==> src/include/wfd_cfg.svh <==
// Purpose: named offsets, field positions and counts of the word format datapath
// Assumes: included by bare name; definitions only
// Notes:   byte addresses on the plain register port
`ifndef WFD_CFG_SVH
`define WFD_CFG_SVH

// ================================
// register map (byte addresses)
`define WFD_A_CTRL    8'h00
`define WFD_A_OPA     8'h04
`define WFD_A_OPB     8'h08
`define WFD_A_RESH    8'h0c
`define WFD_A_RESL    8'h10
`define WFD_A_STAT    8'h14
`define WFD_A_DEC     8'h18

// ================================
// control register fields
`define WFD_C_OP      2:0
`define WFD_C_UNORM   3
`define WFD_C_IDX     6:4
`define WFD_C_SIZE    10:8
`define WFD_C_POS     14:11
`define WFD_C_CONN    16:15
`define WFD_C_DEST    17
`define WFD_C_EXT     18
`define WFD_C_W       19

// ================================
// status register fields
`define WFD_S_BUSY    0
`define WFD_S_LAMP    1
`define WFD_S_CNT     15:8

// ================================
// formats and counts
`define WFD_EXP_I2F   8'h0f
`define WFD_EXP_LOW   8'h17
`define WFD_EXP_INTMX 8'h17
`define WFD_NIDX      8

`endif

==> src/include/wfd_pkg.sv <==
// Purpose: types shared by the word format datapath
// Assumes: field widths match the memory and instruction word layouts
// Notes:   bit 0 of the documented numbering is the msb here
package wfd_pkg;

  // ================================
  // stored memory word: parity, program tags, information
  typedef struct packed {
    logic [1:0]  parity;   // [1] left half, [0] right half
    logic [1:0]  progTag;  // program_tag_bits
    logic [31:0] info;     // left half [31:16], right half [15:0]
  } wfd_mem_word_t;

  // ================================
  // instruction word fields, msb first
  typedef struct packed {
    logic [15:0] addrField; // operand / immediate / shift count
    logic        indirect;  // address field points to new address field
    logic [2:0]  indexSel;  // index register 1..7, 0 none
    logic [11:0] opCode;    // operation_code_field
  } wfd_instr_t;

  // ================================
  // operations started by a control write
  typedef enum logic [2:0] {
    WFD_OP_NORM  = 3'h0,
    WFD_OP_FMUL  = 3'h1,
    WFD_OP_I2F   = 3'h2,
    WFD_OP_F2I   = 3'h3,
    WFD_OP_INDEX = 3'h4,
    WFD_OP_LBYTE = 3'h5,
    WFD_OP_FIX   = 3'h6,
    WFD_OP_NONE  = 3'h7
  } wfd_op_t;

  // ================================
  // sequencer states, one hot
  typedef enum logic [2:0] {
    WFD_ST_IDLE = 3'b001,
    WFD_ST_NORM = 3'b010,
    WFD_ST_DONE = 3'b100
  } wfd_state_t;

endpackage

==> src/core/wfd_datapath.sv <==
// Purpose: memory word parity, instruction field decode and data format unit
// Assumes: one clock, synchronous active high reset, memory side strobes are pulses
// Notes:   float single word = fraction [31:8] two's complement, exponent [7:0]
//
// Functional notes
// RQ1: memory word is 36 bits wide
// RQ2: two half-word parity bits on write
// RQ3: read parity check lights lamp, interrupts
// RQ4: parity is odd
// RQ5: info usable as word, halves, bytes
// RQ6: first 16 instruction bits are address
// RQ7: bit 16 set means indirect address
// RQ8: bits 17-19 select index register
// RQ9: last 12 bits are operation code
// RQ10: arithmetic uses two's complement
// RQ11: single float 23+sign, 7+sign exponent
// RQ12: double float low address holds msbs
// RQ13: second word exponent is main minus 23
// RQ14: float multiply yields double format
// RQ15: normalize results unless unnormalized modifier
// RQ16: shift left until bits 0,1 differ
// RQ17: standard fixed is sign plus 15
// RQ18: extended fixed left half holds msbs
// RQ19: integer mode converts on load, store
// RQ20: integer ops normalized or not by modifier
// RQ21: index op updates index, keeps accumulator
// RQ22: logical byte ops sizes 16 to 1
// RQ23: info bits 0-15 left half
//
// Design decisions made here: the register addresses and the plain strobed port.
`timescale 1ns/100ps
`include "wfd_cfg.svh"

module wfd_datapath #(
  parameter int NIDX = `WFD_NIDX
) (
  // clock and reset
  input  wire logic                  clk,
  input  wire logic                  reset,
  // register port
  input  wire logic [7:0]            regAddr,
  input  wire logic [31:0]           regWrData,
  input  wire logic                  regWrStb,
  input  wire logic                  regRdStb,
  output logic [31:0]                regRdData,
  // memory write side
  input  wire logic                  memWrEn,
  input  wire logic [31:0]           memWrInfo,
  input  wire logic [1:0]            memWrTag,
  output wfd_pkg::wfd_mem_word_t     memWrWord,
  output logic                       memWrValid,
  // memory read side
  input  wire logic                  memRdEn,
  input  wire wfd_pkg::wfd_mem_word_t memRdWord,
  output logic [31:0]                rdInfo,
  output logic [1:0]                 rdTag,
  output logic                       rdValid,
  output logic                       parityIrq,
  output logic                       consoleLamp,
  // instruction decode
  input  wire logic                  instrValid,
  input  wire logic [31:0]           instrWord,
  output wfd_pkg::wfd_instr_t        decodeOut,
  output logic                       decodeValid
);

  // ================================
  // register storage
  logic [`WFD_C_W-1:0]     ctrl_ff;       // operation control fields
  logic [31:0]             opA_ff;        // accumulator side operand
  logic [31:0]             opB_ff;        // memory side operand
  logic [31:0]             resHi_ff;      // lower address result word
  logic [31:0]             resLo_ff;      // higher address result word
  logic [7:0]              errCnt_ff;     // parity errors seen
  logic [47:0]             accFrac_ff;    // working fraction, q1.47
  logic [7:0]              accExp_ff;     // working exponent
  logic                    floatOp_ff;    // result comes from accumulator
  logic [15:0]             idxReg_ff [NIDX]; // index registers
  wfd_pkg::wfd_state_t     state_ff;      // sequencer state
  logic                    parErr;        // read word parity mismatch
  logic                    start;         // operation accepted this cycle
  logic                    clrLamp;       // software lamp clear
  wfd_pkg::wfd_op_t        newOp;         // operation in the write data

  // ================================
  // decode of the register port
  assign newOp   = wfd_pkg::wfd_op_t'(regWrData[`WFD_C_OP]);
  assign start   = regWrStb && (regAddr == `WFD_A_CTRL)
                   && (state_ff == wfd_pkg::WFD_ST_IDLE);
  assign clrLamp = regWrStb && (regAddr == `WFD_A_STAT)
                   && regWrData[`WFD_S_LAMP];

  // ================================
  // memory write: odd parity per half word
  always_ff @(posedge clk) begin
    if (reset) begin
      memWrWord  <= '0;
      memWrValid <= 1'b0;
    end else begin
      memWrValid <= memWrEn;
      if (memWrEn) begin
        memWrWord.info      <= memWrInfo;                // see RQ1
        memWrWord.progTag   <= memWrTag;
        memWrWord.parity[1] <= ~^memWrInfo[31:16];       // see RQ2, see RQ23
        memWrWord.parity[0] <= ~^memWrInfo[15:0];        // see RQ4
      end
    end
  end

  // ================================
  // memory read: check both halves
  // a parity bit plus its half must hold an odd count of ones
  assign parErr = ~(^{memRdWord.parity[1], memRdWord.info[31:16]})
                | ~(^{memRdWord.parity[0], memRdWord.info[15:0]}); // see RQ3, see RQ4

  always_ff @(posedge clk) begin
    if (reset) begin
      rdInfo    <= '0;
      rdTag     <= '0;
      rdValid   <= 1'b0;
      parityIrq <= 1'b0;
    end else begin
      rdValid   <= memRdEn;
      parityIrq <= memRdEn && parErr;                    // see RQ3
      if (memRdEn) begin
        rdInfo <= memRdWord.info;                        // data passed even on error
        rdTag  <= memRdWord.progTag;
      end
    end
  end

  // lamp is sticky; a new error in the clearing cycle wins
  always_ff @(posedge clk) begin
    if (reset) begin
      consoleLamp <= 1'b0;
      errCnt_ff   <= '0;
    end else begin
      if (memRdEn && parErr) begin
        consoleLamp <= 1'b1;                             // see RQ3
        errCnt_ff   <= (errCnt_ff == 8'hff) ? errCnt_ff : errCnt_ff + 8'h01;
      end else if (clrLamp) begin
        consoleLamp <= 1'b0;
      end
    end
  end

  // ================================
  // instruction field decode, msb first
  always_ff @(posedge clk) begin
    if (reset) begin
      decodeOut   <= '0;
      decodeValid <= 1'b0;
    end else begin
      decodeValid <= instrValid;
      if (instrValid) begin
        decodeOut.addrField <= instrWord[31:16];         // see RQ6
        decodeOut.indirect  <= instrWord[15];            // see RQ7
        decodeOut.indexSel  <= instrWord[14:12];         // see RQ8
        decodeOut.opCode    <= instrWord[11:0];          // see RQ9
      end
    end
  end

  // ================================
  // operand and control registers
  always_ff @(posedge clk) begin
    if (reset) begin
      ctrl_ff <= '0;
      opA_ff  <= '0;
      opB_ff  <= '0;
    end else if (regWrStb) begin
      if (start) begin
        ctrl_ff <= regWrData[`WFD_C_W-1:0];
      end
      // operands frozen while busy so a running op stays consistent
      if (regAddr == `WFD_A_OPA && state_ff == wfd_pkg::WFD_ST_IDLE) begin
        opA_ff <= regWrData;
      end
      if (regAddr == `WFD_A_OPB && state_ff == wfd_pkg::WFD_ST_IDLE) begin
        opB_ff <= regWrData;
      end
    end
  end

  // ================================
  // single cycle results from the write data path
  logic signed [47:0] product;    // q2.46 product of two fractions
  logic        [15:0] intRes;     // integerized accumulator
  logic        [15:0] byteRes;    // logical byte result
  logic        [15:0] byteMask;   // bits inside selected byte
  logic        [15:0] byteConn;   // connective applied on all bits
  logic        [31:0] fixRes;     // fixed point operand as a word
  logic        [7:0]  shAmt;      // integerize shift count
  logic        [2:0]  sizeSel;    // byte size code
  logic        [3:0]  posSel;     // byte position from the left

  assign product = $signed(opA_ff[31:8]) * $signed(opB_ff[31:8]); // see RQ10
  assign sizeSel = regWrData[`WFD_C_SIZE];
  assign posSel  = regWrData[`WFD_C_POS];

  always_comb begin
    // integer mode store: value = fraction * 2^(exp-23)
    shAmt  = `WFD_EXP_INTMX - opA_ff[7:0];
    intRes = 16'(($signed(opA_ff[31:8])) >>> shAmt[4:0]);         // see RQ19
    if ($signed(opA_ff[7:0]) < 0 || $signed(opA_ff[7:0]) > $signed(`WFD_EXP_INTMX)) begin
      intRes = '0;                                      // out of range stores zero
    end
    // byte select: size 16 >> code, numbered from the left
    byteMask = '0;
    for (int i = 0; i < 16; i++) begin
      if (sizeSel <= 3'h4 && ((4'(15 - i) >> (3'h4 - sizeSel)) == posSel)) begin
        byteMask[i] = 1'b1;                             // see RQ22, see RQ5
      end
    end
    case (regWrData[`WFD_C_CONN])
      2'h0:    byteConn = opA_ff[15:0] & opB_ff[15:0];
      2'h1:    byteConn = opA_ff[15:0] | opB_ff[15:0];
      2'h2:    byteConn = opA_ff[15:0] ^ opB_ff[15:0];
      default: byteConn = opB_ff[15:0];                 // plain move
    endcase
    // recipient keeps its bits outside the byte
    byteRes = regWrData[`WFD_C_DEST] ?
              ((opA_ff[15:0] & ~byteMask) | (byteConn & byteMask)) :
              ((opB_ff[15:0] & ~byteMask) | (byteConn & byteMask)); // see RQ22
    // extended: 30-bit fraction, sign from the left half
    if (regWrData[`WFD_C_EXT]) begin
      fixRes = {{1{opB_ff[31]}}, opB_ff[31:16], opB_ff[14:0]}; // see RQ18
    end else if (regWrData[`WFD_C_DEST]) begin
      fixRes = {{16{opB_ff[31]}}, opB_ff[31:16]};      // see RQ17, left half
    end else begin
      fixRes = {{16{opB_ff[15]}}, opB_ff[15:0]};       // see RQ17, right half
    end
  end

  // ================================
  // sequencer and float accumulator
  always_ff @(posedge clk) begin
    if (reset) begin
      state_ff   <= wfd_pkg::WFD_ST_IDLE;
      accFrac_ff <= '0;
      accExp_ff  <= '0;
      floatOp_ff <= 1'b0;
    end else begin
      case (state_ff)
        wfd_pkg::WFD_ST_IDLE: begin
          if (start) begin
            floatOp_ff <= 1'b1;
            // unnormalized modifier skips the shifting phase
            state_ff <= regWrData[`WFD_C_UNORM] ? wfd_pkg::WFD_ST_DONE
                                                : wfd_pkg::WFD_ST_NORM; // see RQ15, see RQ20
            case (newOp)
              wfd_pkg::WFD_OP_NORM: begin
                accFrac_ff <= {opA_ff[31:8], 24'h0};    // see RQ11
                accExp_ff  <= opA_ff[7:0];
              end
              wfd_pkg::WFD_OP_FMUL: begin
                accFrac_ff <= {product[46:0], 1'b0};    // see RQ14
                accExp_ff  <= opA_ff[7:0] + opB_ff[7:0];
              end
              wfd_pkg::WFD_OP_I2F: begin
                accFrac_ff <= {opB_ff[15:0], 32'h0};    // see RQ19
                accExp_ff  <= `WFD_EXP_I2F;
              end
              default: begin
                floatOp_ff <= 1'b0;                     // accumulator left as is
                state_ff   <= wfd_pkg::WFD_ST_DONE;     // see RQ21
              end
            endcase
          end
        end
        wfd_pkg::WFD_ST_NORM: begin
          // stop on differing top bits or an all zero fraction
          if (accFrac_ff[47] != accFrac_ff[46] || accFrac_ff == '0) begin
            state_ff <= wfd_pkg::WFD_ST_DONE;           // see RQ16
          end else begin
            accFrac_ff <= {accFrac_ff[46:0], 1'b0};     // see RQ16
            accExp_ff  <= accExp_ff - 8'h01;
          end
        end
        wfd_pkg::WFD_ST_DONE: begin
          state_ff <= wfd_pkg::WFD_ST_IDLE;
        end
        default: begin
          state_ff <= wfd_pkg::WFD_ST_IDLE;             // recover from a bad code
        end
      endcase
    end
  end

  // ================================
  // result words
  always_ff @(posedge clk) begin
    if (reset) begin
      resHi_ff <= '0;
      resLo_ff <= '0;
    end else if (start) begin
      case (newOp)
        wfd_pkg::WFD_OP_F2I:   resLo_ff <= {16'h0, intRes};
        wfd_pkg::WFD_OP_LBYTE: resLo_ff <= {15'h0, regWrData[`WFD_C_DEST], byteRes};
        wfd_pkg::WFD_OP_FIX:   resLo_ff <= fixRes;
        wfd_pkg::WFD_OP_INDEX: begin
          resLo_ff <= {16'h0, idxReg_ff[regWrData[`WFD_C_IDX]] + opB_ff[15:0]};
        end
        default:               resLo_ff <= resLo_ff;
      endcase
    end else if (state_ff == wfd_pkg::WFD_ST_DONE && floatOp_ff) begin
      // lower address word holds msbs; second word exponent 23 less
      resHi_ff <= {accFrac_ff[47:24], accExp_ff};                    // see RQ12
      resLo_ff <= {1'b0, accFrac_ff[23:1], accExp_ff - `WFD_EXP_LOW}; // see RQ13
    end
  end

  // ================================
  // index registers, updated by index op only
  always_ff @(posedge clk) begin
    if (reset) begin
      for (int i = 0; i < NIDX; i++) begin
        idxReg_ff[i] <= '0;
      end
    end else if (start && newOp == wfd_pkg::WFD_OP_INDEX) begin
      idxReg_ff[regWrData[`WFD_C_IDX]] <=
        idxReg_ff[regWrData[`WFD_C_IDX]] + opB_ff[15:0]; // see RQ21
    end
  end

  // ================================
  // read data, one cycle after the strobe
  always_ff @(posedge clk) begin
    if (reset) begin
      regRdData <= '0;
    end else if (regRdStb) begin
      case (regAddr)
        `WFD_A_CTRL: regRdData <= {{(32-`WFD_C_W){1'b0}}, ctrl_ff};
        `WFD_A_OPA:  regRdData <= opA_ff;
        `WFD_A_OPB:  regRdData <= opB_ff;
        `WFD_A_RESH: regRdData <= resHi_ff;
        `WFD_A_RESL: regRdData <= resLo_ff;
        `WFD_A_STAT: regRdData <= {16'h0, errCnt_ff, 6'h0, consoleLamp,
                                   (state_ff != wfd_pkg::WFD_ST_IDLE)};
        `WFD_A_DEC:  regRdData <= decodeOut;
        default:     regRdData <= '0;                  // unmapped reads zero
      endcase
    end else begin
      regRdData <= '0;
    end
  end

endmodule

==> config.mk <==
export PLATFORM = sky130hd
export DESIGN_NAME = wfd_datapath
export DESIGN_NICKNAME = d
export VERILOG_FILES = /design/src/include/wfd_pkg.sv /design/src/core/wfd_datapath.sv
export VERILOG_INCLUDE_DIRS = /design/src /design/src/include
export SDC_FILE = /design/constraint.sdc
export NUM_CORES = 2
export LEC_CHECK = 0
export BUFFER_PORTS_ARGS = -buffer_cell sky130_fd_sc_hd__buf_4
export CAP_MARGIN = 0
export CELL_PAD_IN_SITES_DETAIL_PLACEMENT = 0
export CELL_PAD_IN_SITES_GLOBAL_PLACEMENT = 1
export CORE_AREA = 2 2 323 325
export CTS_BUF_LIST = sky130_fd_sc_hd__clkbuf_4 sky130_fd_sc_hd__clkbuf_8
export DETAILED_ROUTE_END_ITERATION = 8
export DIE_AREA = 0 0 325 327
export PLACE_DENSITY = 0.8
export SLEW_MARGIN = 30
export SYNTH_ARGS = -nofsm -noshare
export SYNTH_HDL_FRONTEND = slang
export SYNTH_SLANG_ARGS = --single-unit
==> constraint.sdc <==
create_clock -name clk -period 7.1 [get_ports clk]
set_input_delay 1.42 -clock clk [delete_from_list [all_inputs] [get_ports clk]]
set_output_delay 1.42 -clock clk [all_outputs]
set_load 0.005 [all_outputs]
# Word level (Yosys, flattened, before mapping)
# Memories as Yosys holds them, arrays and structs flattened.
# Cells that the tools add are included.
[op_classes] add_sub_neg=7 multipliers=1 n_lt_le_gt_ge=3 n_eq_ne=41 shift=17 mux=49 bitwise_logic=15 reduce_logical=50
[op_table] operator="$pmux W32 S7" count=1
[op_table] operator="$pmux W48 S3" count=1
[op_table] operator="$mux W32" count=4
[op_table] operator="$pmux W32 S4" count=1
[op_table] operator="$mux W48" count=2
[op_table] operator="$pmux W48 S2" count=1
[op_table] operator="$and A16 B16 Y16" count=4
[op_table] operator="$eq A4 B4 Y1" count=16
[op_table] operator="$logic_not A48 Y1" count=1
[op_table] operator="$mux W16" count=3
[op_table] operator="$or A16 B16 Y16" count=3
[op_table] operator="$pmux W16 S3" count=1
[op_table] operator="$mul A24 B24 Y47" count=1
[op_table] operator="$reduce_xor A17 Y1" count=2
[op_table] operator="$reduce_xnor A16 Y1" count=2
[op_table] operator="$shr A4 B3 Y4 const A" count=8
[op_table] operator="$logic_and A1 B1 Y1" count=25
[op_table] operator="$mux W1" count=25
[op_table] operator="$eq A8 B5 Y1 const B" count=3
[op_table] operator="$pmux W8 S3" count=1
[op_table] operator="$sshr A24 B5 Y16" count=1
[op_table] operator="$add A16 B16 Y16" count=1
[op_table] operator="$eq A8 B4 Y1 const B" count=2
[op_table] operator="$mux W8" count=2
[op_table] operator="41 further kinds" count=72
[word_totals] register_bits=354 ram_bits=128 input_bits=149 out_inout_bits=139 elab_cells=209 memories=1
[memory_table] memory="idxReg_ff" depth=8 word_bits=16 read_ports=1 rd_ports_with_merged_regs=0 write_ports=8 line="wfd_datapath.sv:78" text="logic [15:0] idxReg_ff [NIDX];"

# Longest topological paths before layout
[logic_depth] depth_word=11 ltp_mapped=28 ltp_nobuf=25

# Least setup slack after synthesis
# Ideal clock, no wire load.
[synth_timing] path_type="reg2reg" from="register opA_ff[31]" to="register accFrac_ff[40]" setup_ps=127 t_arrival_ps=7400 required_ps=6973 path_slack_ps=-427 path_stages_with_launch=25 n_path_buf=4 synth_period_minus_slack_ps=7527 cell_sequence="dfxtp_1 -> clkbuf_1 -> clkbuf_1 -> clkbuf_1 -> and2_1 -> fa_1 -> fa_1 -> inv_1 -> fa_1 -> inv_1 -> fa_1 -> fa_1 -> fa_1 -> inv_1 -> fa_1 -> inv_1 -> ha_1 -> clkbuf_1 -> nand3_1 -> or3_1 -> or3b_2 -> a21oi_1 -> a31oi_1 -> nor4b_1 -> or3_1"
[synth_between] elab_chain_cells=4
[synth_lines] element="start, declared" line="wfd_datapath.sv:70" text="logic [31:0] opA_ff;"
[synth_lines] element="start signal, assigned" line="wfd_datapath.sv:177" text="opA_ff <= regWrData;"
[synth_lines] element="$mul A24 B24 Y47" line="wfd_datapath.sv:197" text="assign product = $signed(opA_ff[31:8]) * $signed(opB_ff[31:8]);"
[synth_lines] element="$pmux W48 S3" line="wfd_datapath.sv:251" text="case (newOp)"
[synth_lines] element="$mux W48" line="wfd_datapath.sv:246" text="if (start) begin"
[synth_lines] element="$pmux W48 S2" line="wfd_datapath.sv:244" text="case (state_ff)"
[synth_lines] element="end signal, assigned" line="wfd_datapath.sv:253" text="accFrac_ff <= {opA_ff[31:8], 24'h0};"
[synth_lines] element="end signal, assigned" line="wfd_datapath.sv:257" text="accFrac_ff <= {product[46:0], 1'b0};"
[synth_lines] element="end signal, assigned" line="wfd_datapath.sv:261" text="accFrac_ff <= {opB_ff[15:0], 32'h0};"
[synth_lines] element="end, declared" line="wfd_datapath.sv:75" text="logic [47:0] accFrac_ff;"
# No other way between the ends. The select of a mux whose other input is x is not followed.
# A chain may end at the register's enable or synchronous reset.

# Worst setup path in the final report
[layout_timing] from="register opB_ff[13]" to="register accFrac_ff[39]"
[layout_between] elab_chain_cells=4
[layout_lines] element="start, declared" line="wfd_datapath.sv:71" text="logic [31:0] opB_ff;"
[layout_lines] element="start signal, assigned" line="wfd_datapath.sv:180" text="opB_ff <= regWrData;"
[layout_lines] element="$mul A24 B24 Y47" line="wfd_datapath.sv:197"
[layout_lines] element="$pmux W48 S3" line="wfd_datapath.sv:251"
[layout_lines] element="$mux W48" line="wfd_datapath.sv:246"
[layout_lines] element="$pmux W48 S2" line="wfd_datapath.sv:244"
# No other way between the ends. The select of a mux whose other input is x is not followed.

==> out/results.tsv <==
metric	value	unit
MaxCap Viol Count	0	
sequential share of the synthesized area	23.75	%
IO buf count	287	
die area	106300	um2
Max Buffers Root-to-Sink	3	
EDFF count, synth	128	
Detail Route Antenna Nets	0	
Num CTS Buffers	84	
status	complete, no violations	
fmax	143.8	MHz
register area	10980	um2
TritonCTS Sinks	481	
post-synthesis async set-or-reset flop share	0	%
Mapped Area	45950	um2
antenna violations before repair	11	
Tcrit/Tclk final	97.93	%
Max FO, Critical Path	10	
YS warnings	0	
Vias	38899	
largest net degree at the start of global routing	78	
hpwl dp	120600	um
Peak VDD IR	0.1455	mV
switching share of power	27.17	%
Max stage delay cell, worst path	fa_2	
Clk pwr share	43.1	%
gr ovfl total	0	
I/O Pins	288	
share of layout cells above drive strength 1	16.13	%
Pre-antenna DRT Iters	8	
placed inst area	50460	um2
Largest stage delay, worst path	0.60	ns
vias in the first global route	39252	
H-tree Lvls	3	
setup ws final	0.1466	ns
multi-input logic area	31440	um2
final hold violation count	0	
worst path required time	7.71	ns
core area	102900	um2
synthesized flop and latch total	481	
share of power burned in registers	46.2	%
crit path kind	reg2reg	
CP Data Arrival Time	7.56	ns
Yosys cell types	86	
worst hold slack	0.4541	ns
Die Y	327	um
CTS tree	yes	
PwrDens	120.0	nW/um2
CP Capture Type	flip-flop	
Leak	23.60	nW
Top FF cell, synth	dfxtp_1	
max-slew violations	0	
chip width	325	um
clk_lat worst skew	0.75	ns
NetSw	0.001721	W
Initial Utilization	44.65	%
Worst Tran Pin Value	1.071	ns
Layout Nets	6321	
combinational power share	10.7	%
clock skew	0.07547	ns
total track usage	29.38	%
final instance area	52760	um2
Synthesized Nets	6056	
CP dominant cell by count	fa_1	
DRC Markers	0	
r2r setup slk	0.15	ns
max_slew headroom	28.58	%
vias per cell	5.698	
clock-pin slew on the worst setup and hold paths	0.06	ns
Int Pwr	0.004612	W
Placer Congestion	0.9493	
clk root buf	clkbuf_8	
Min Clock Period, post-route	6.953	ns
worst slack, placed	-0.03658	ns
setup violators final	0	
CTS Hold Buffers Added	0	
final WL	156900	um
drt initial violations	4161	
fillers	9614	
Worst Hold Class	reg2reg	
Mapped Cells	5114	
row cnt	118	
Layout area overhead	14.82	%
CP Launch Type	flip-flop	
Routed wire per std cell	22.99	um
Avg Cell Area, Syn	8.984	um2
first-pass GRT wire length	239800	um
==> critical path: cells and delay by family (launching register included) <==
kind                       cells  cell delay (ns)
adders and majority gates      8             3.80
buffers and inverters          8             1.02
and+or+nand+nor                5             0.91
AOI/OAI and AO/OA              3             0.53
DFF                            1             0.34
xor gates and xnor gates       1             0.23
==> cell families after synthesis <==
| kind of cell | synth area share [%] |
|---|---|
| buffers and inverters | 8.526 |
| multiplexers | 5.563 |
| flip-flops | 23.75 |
| AO/OA/AOI/OAI | 11.46 |
| AND/OR/NAND/NOR | 16.09 |
| XOR/XNOR | 3.205 |
| adder cells (fa/ha/maj) | 31.41 |
==> worst paths after layout <==
check / from / endpoint / depth (start not counted)
worst max-delay path: opB_ff[13] / accFrac_ff[39] / 25
worst max register to register: opB_ff[13] / accFrac_ff[39] / 25
worst min-delay path: resHi_ff[1] / resHi_ff[1] / 2
worst min register to register: resHi_ff[1] / resHi_ff[1] / 2
==> layout make-up <==
type,count,share of cell area (%)
diodes,4,0.01897
clock buffers,124,2.938
clock inverters,26,0.3818
inverters,669,4.781
multi-input cells,3593,59.59
flip-flops and latches,481,20.80
well taps,1380,3.273
repair buffers,550,8.215
==> what timing repair did <==
action | 4_1_cts | 5_1_grt
gates cloned | 0 | 1
pin swaps | 0 | 36
endpoints found under the setup margin | 4 | 21
resized for setup | 3 | 126
buffers inserted | 0 | 15
==> cells in the mapped netlist (17+ instances only) <==
master / count / area (um2)
dfxtp_1: 353 / 7067
clkbuf_1: 335 / 1257
nor3_1: 62 / 310.3
fa_1: 601 / 12030
mux4_2: 48 / 1081
edfxtp_1: 128 / 3844
o22ai_1: 18 / 112.6
inv_1: 663 / 2489
nand4_1: 33 / 206.5
buf_1: 25 / 93.84
a222oi_1: 23 / 230.2
nor2b_1: 33 / 206.5
xnor2_1: 118 / 1033
nand2_1: 680 / 2552
and2_1: 235 / 1470
a21oi_1: 256 / 1281
a221oi_1: 45 / 394.1
nand3_1: 33 / 165.2
a22oi_1: 96 / 720.7
a21o_1: 28 / 210.2
o21ai_0: 139 / 695.7
xor2_1: 45 / 394.1
ha_1: 192 / 2402
nor2_1: 452 / 1697
mux2i_1: 135 / 1351
and3_1: 29 / 181.4
nor4_1: 17 / 106.4
a211oi_1: 22 / 165.2
a31oi_1: 30 / 187.7
==> layout by cell type, fill, tap and decap left out, drive strengths merged, types with 16 or more instances in the layout <==
cell type,n
dfxtp,353
xnor2,118
a22oi,96
a31oi,30
nor2b,33
mux4,48
nand2,680
nor4,18
ha,192
clkinv,25
edfxtp,128
and3,29
a21o,28
mux2i,135
xor2,45
buf,548
clkbuf,126
nor3,65
nand3,34
and2,237
fa,601
o311ai,16
a211oi,22
nor2,452
nand4,33
a222oi,23
o21ai,139
a21oi,256
a221oi,45
inv,664
o22ai,18
==> metal layers <==
layer | share of wire (%) | vias up | GRT usage, %
li1 | - | 17186 | -
met1 | 40 | 19410 | 39.35
met2 | 45 | 1885 | 46.18
met3 | 10 | 398 | 7.345
met4 | 4.1 | 20 | 10.77
met5 | 0.095 | - | 0
==> registers in the layout, summed over array words and instances (netlist names), 2 cells and up <==
signal,count
idxReg_ff,128
accFrac_ff,47
memWrWord,36
decodeOut,32
opA_ff,32
opB_ff,32
rdInfo,32
regRdData,32
resHi_ff,32
resLo_ff,32
ctrl_ff,19
accExp_ff,8
errCnt_ff,8
state_ff,3
rdTag,2
==> stage by stage <==
step | TNS [ns] | util (%) | power (W) | std cells
3_5_place_dp | -0.05035 | 49.03 | 0.003658 | 6658
4_1_cts | 0 | 50.74 | 0.006367 | 6808
6_report | 0 | 51.27 | 0.006332 | 6827
5_1_grt | -0.2220 | 51.26 | 0.006536 | 6824
2_1_floorplan | -0.03797 | - | 0.003355 | 5114
3_3_place_gp | 0 | 49.02 | 0.003648 | 6657
==> power groups by stage <==
stage | combinational (W) | clock [W] | sequential, W
finish | 0.000679 | 0.00273 | 0.00293
global placement | 0.000663 | 0 | 0.00299
global route | 0.000726 | 0.00288 | 0.00293
floorplan | 0.000378 | 0 | 0.00298
CTS | 0.000673 | 0.00276 | 0.00293
detailed placement | 0.000670 | 0 | 0.00299
No activity file was read; power rests on OpenSTA's default activity.
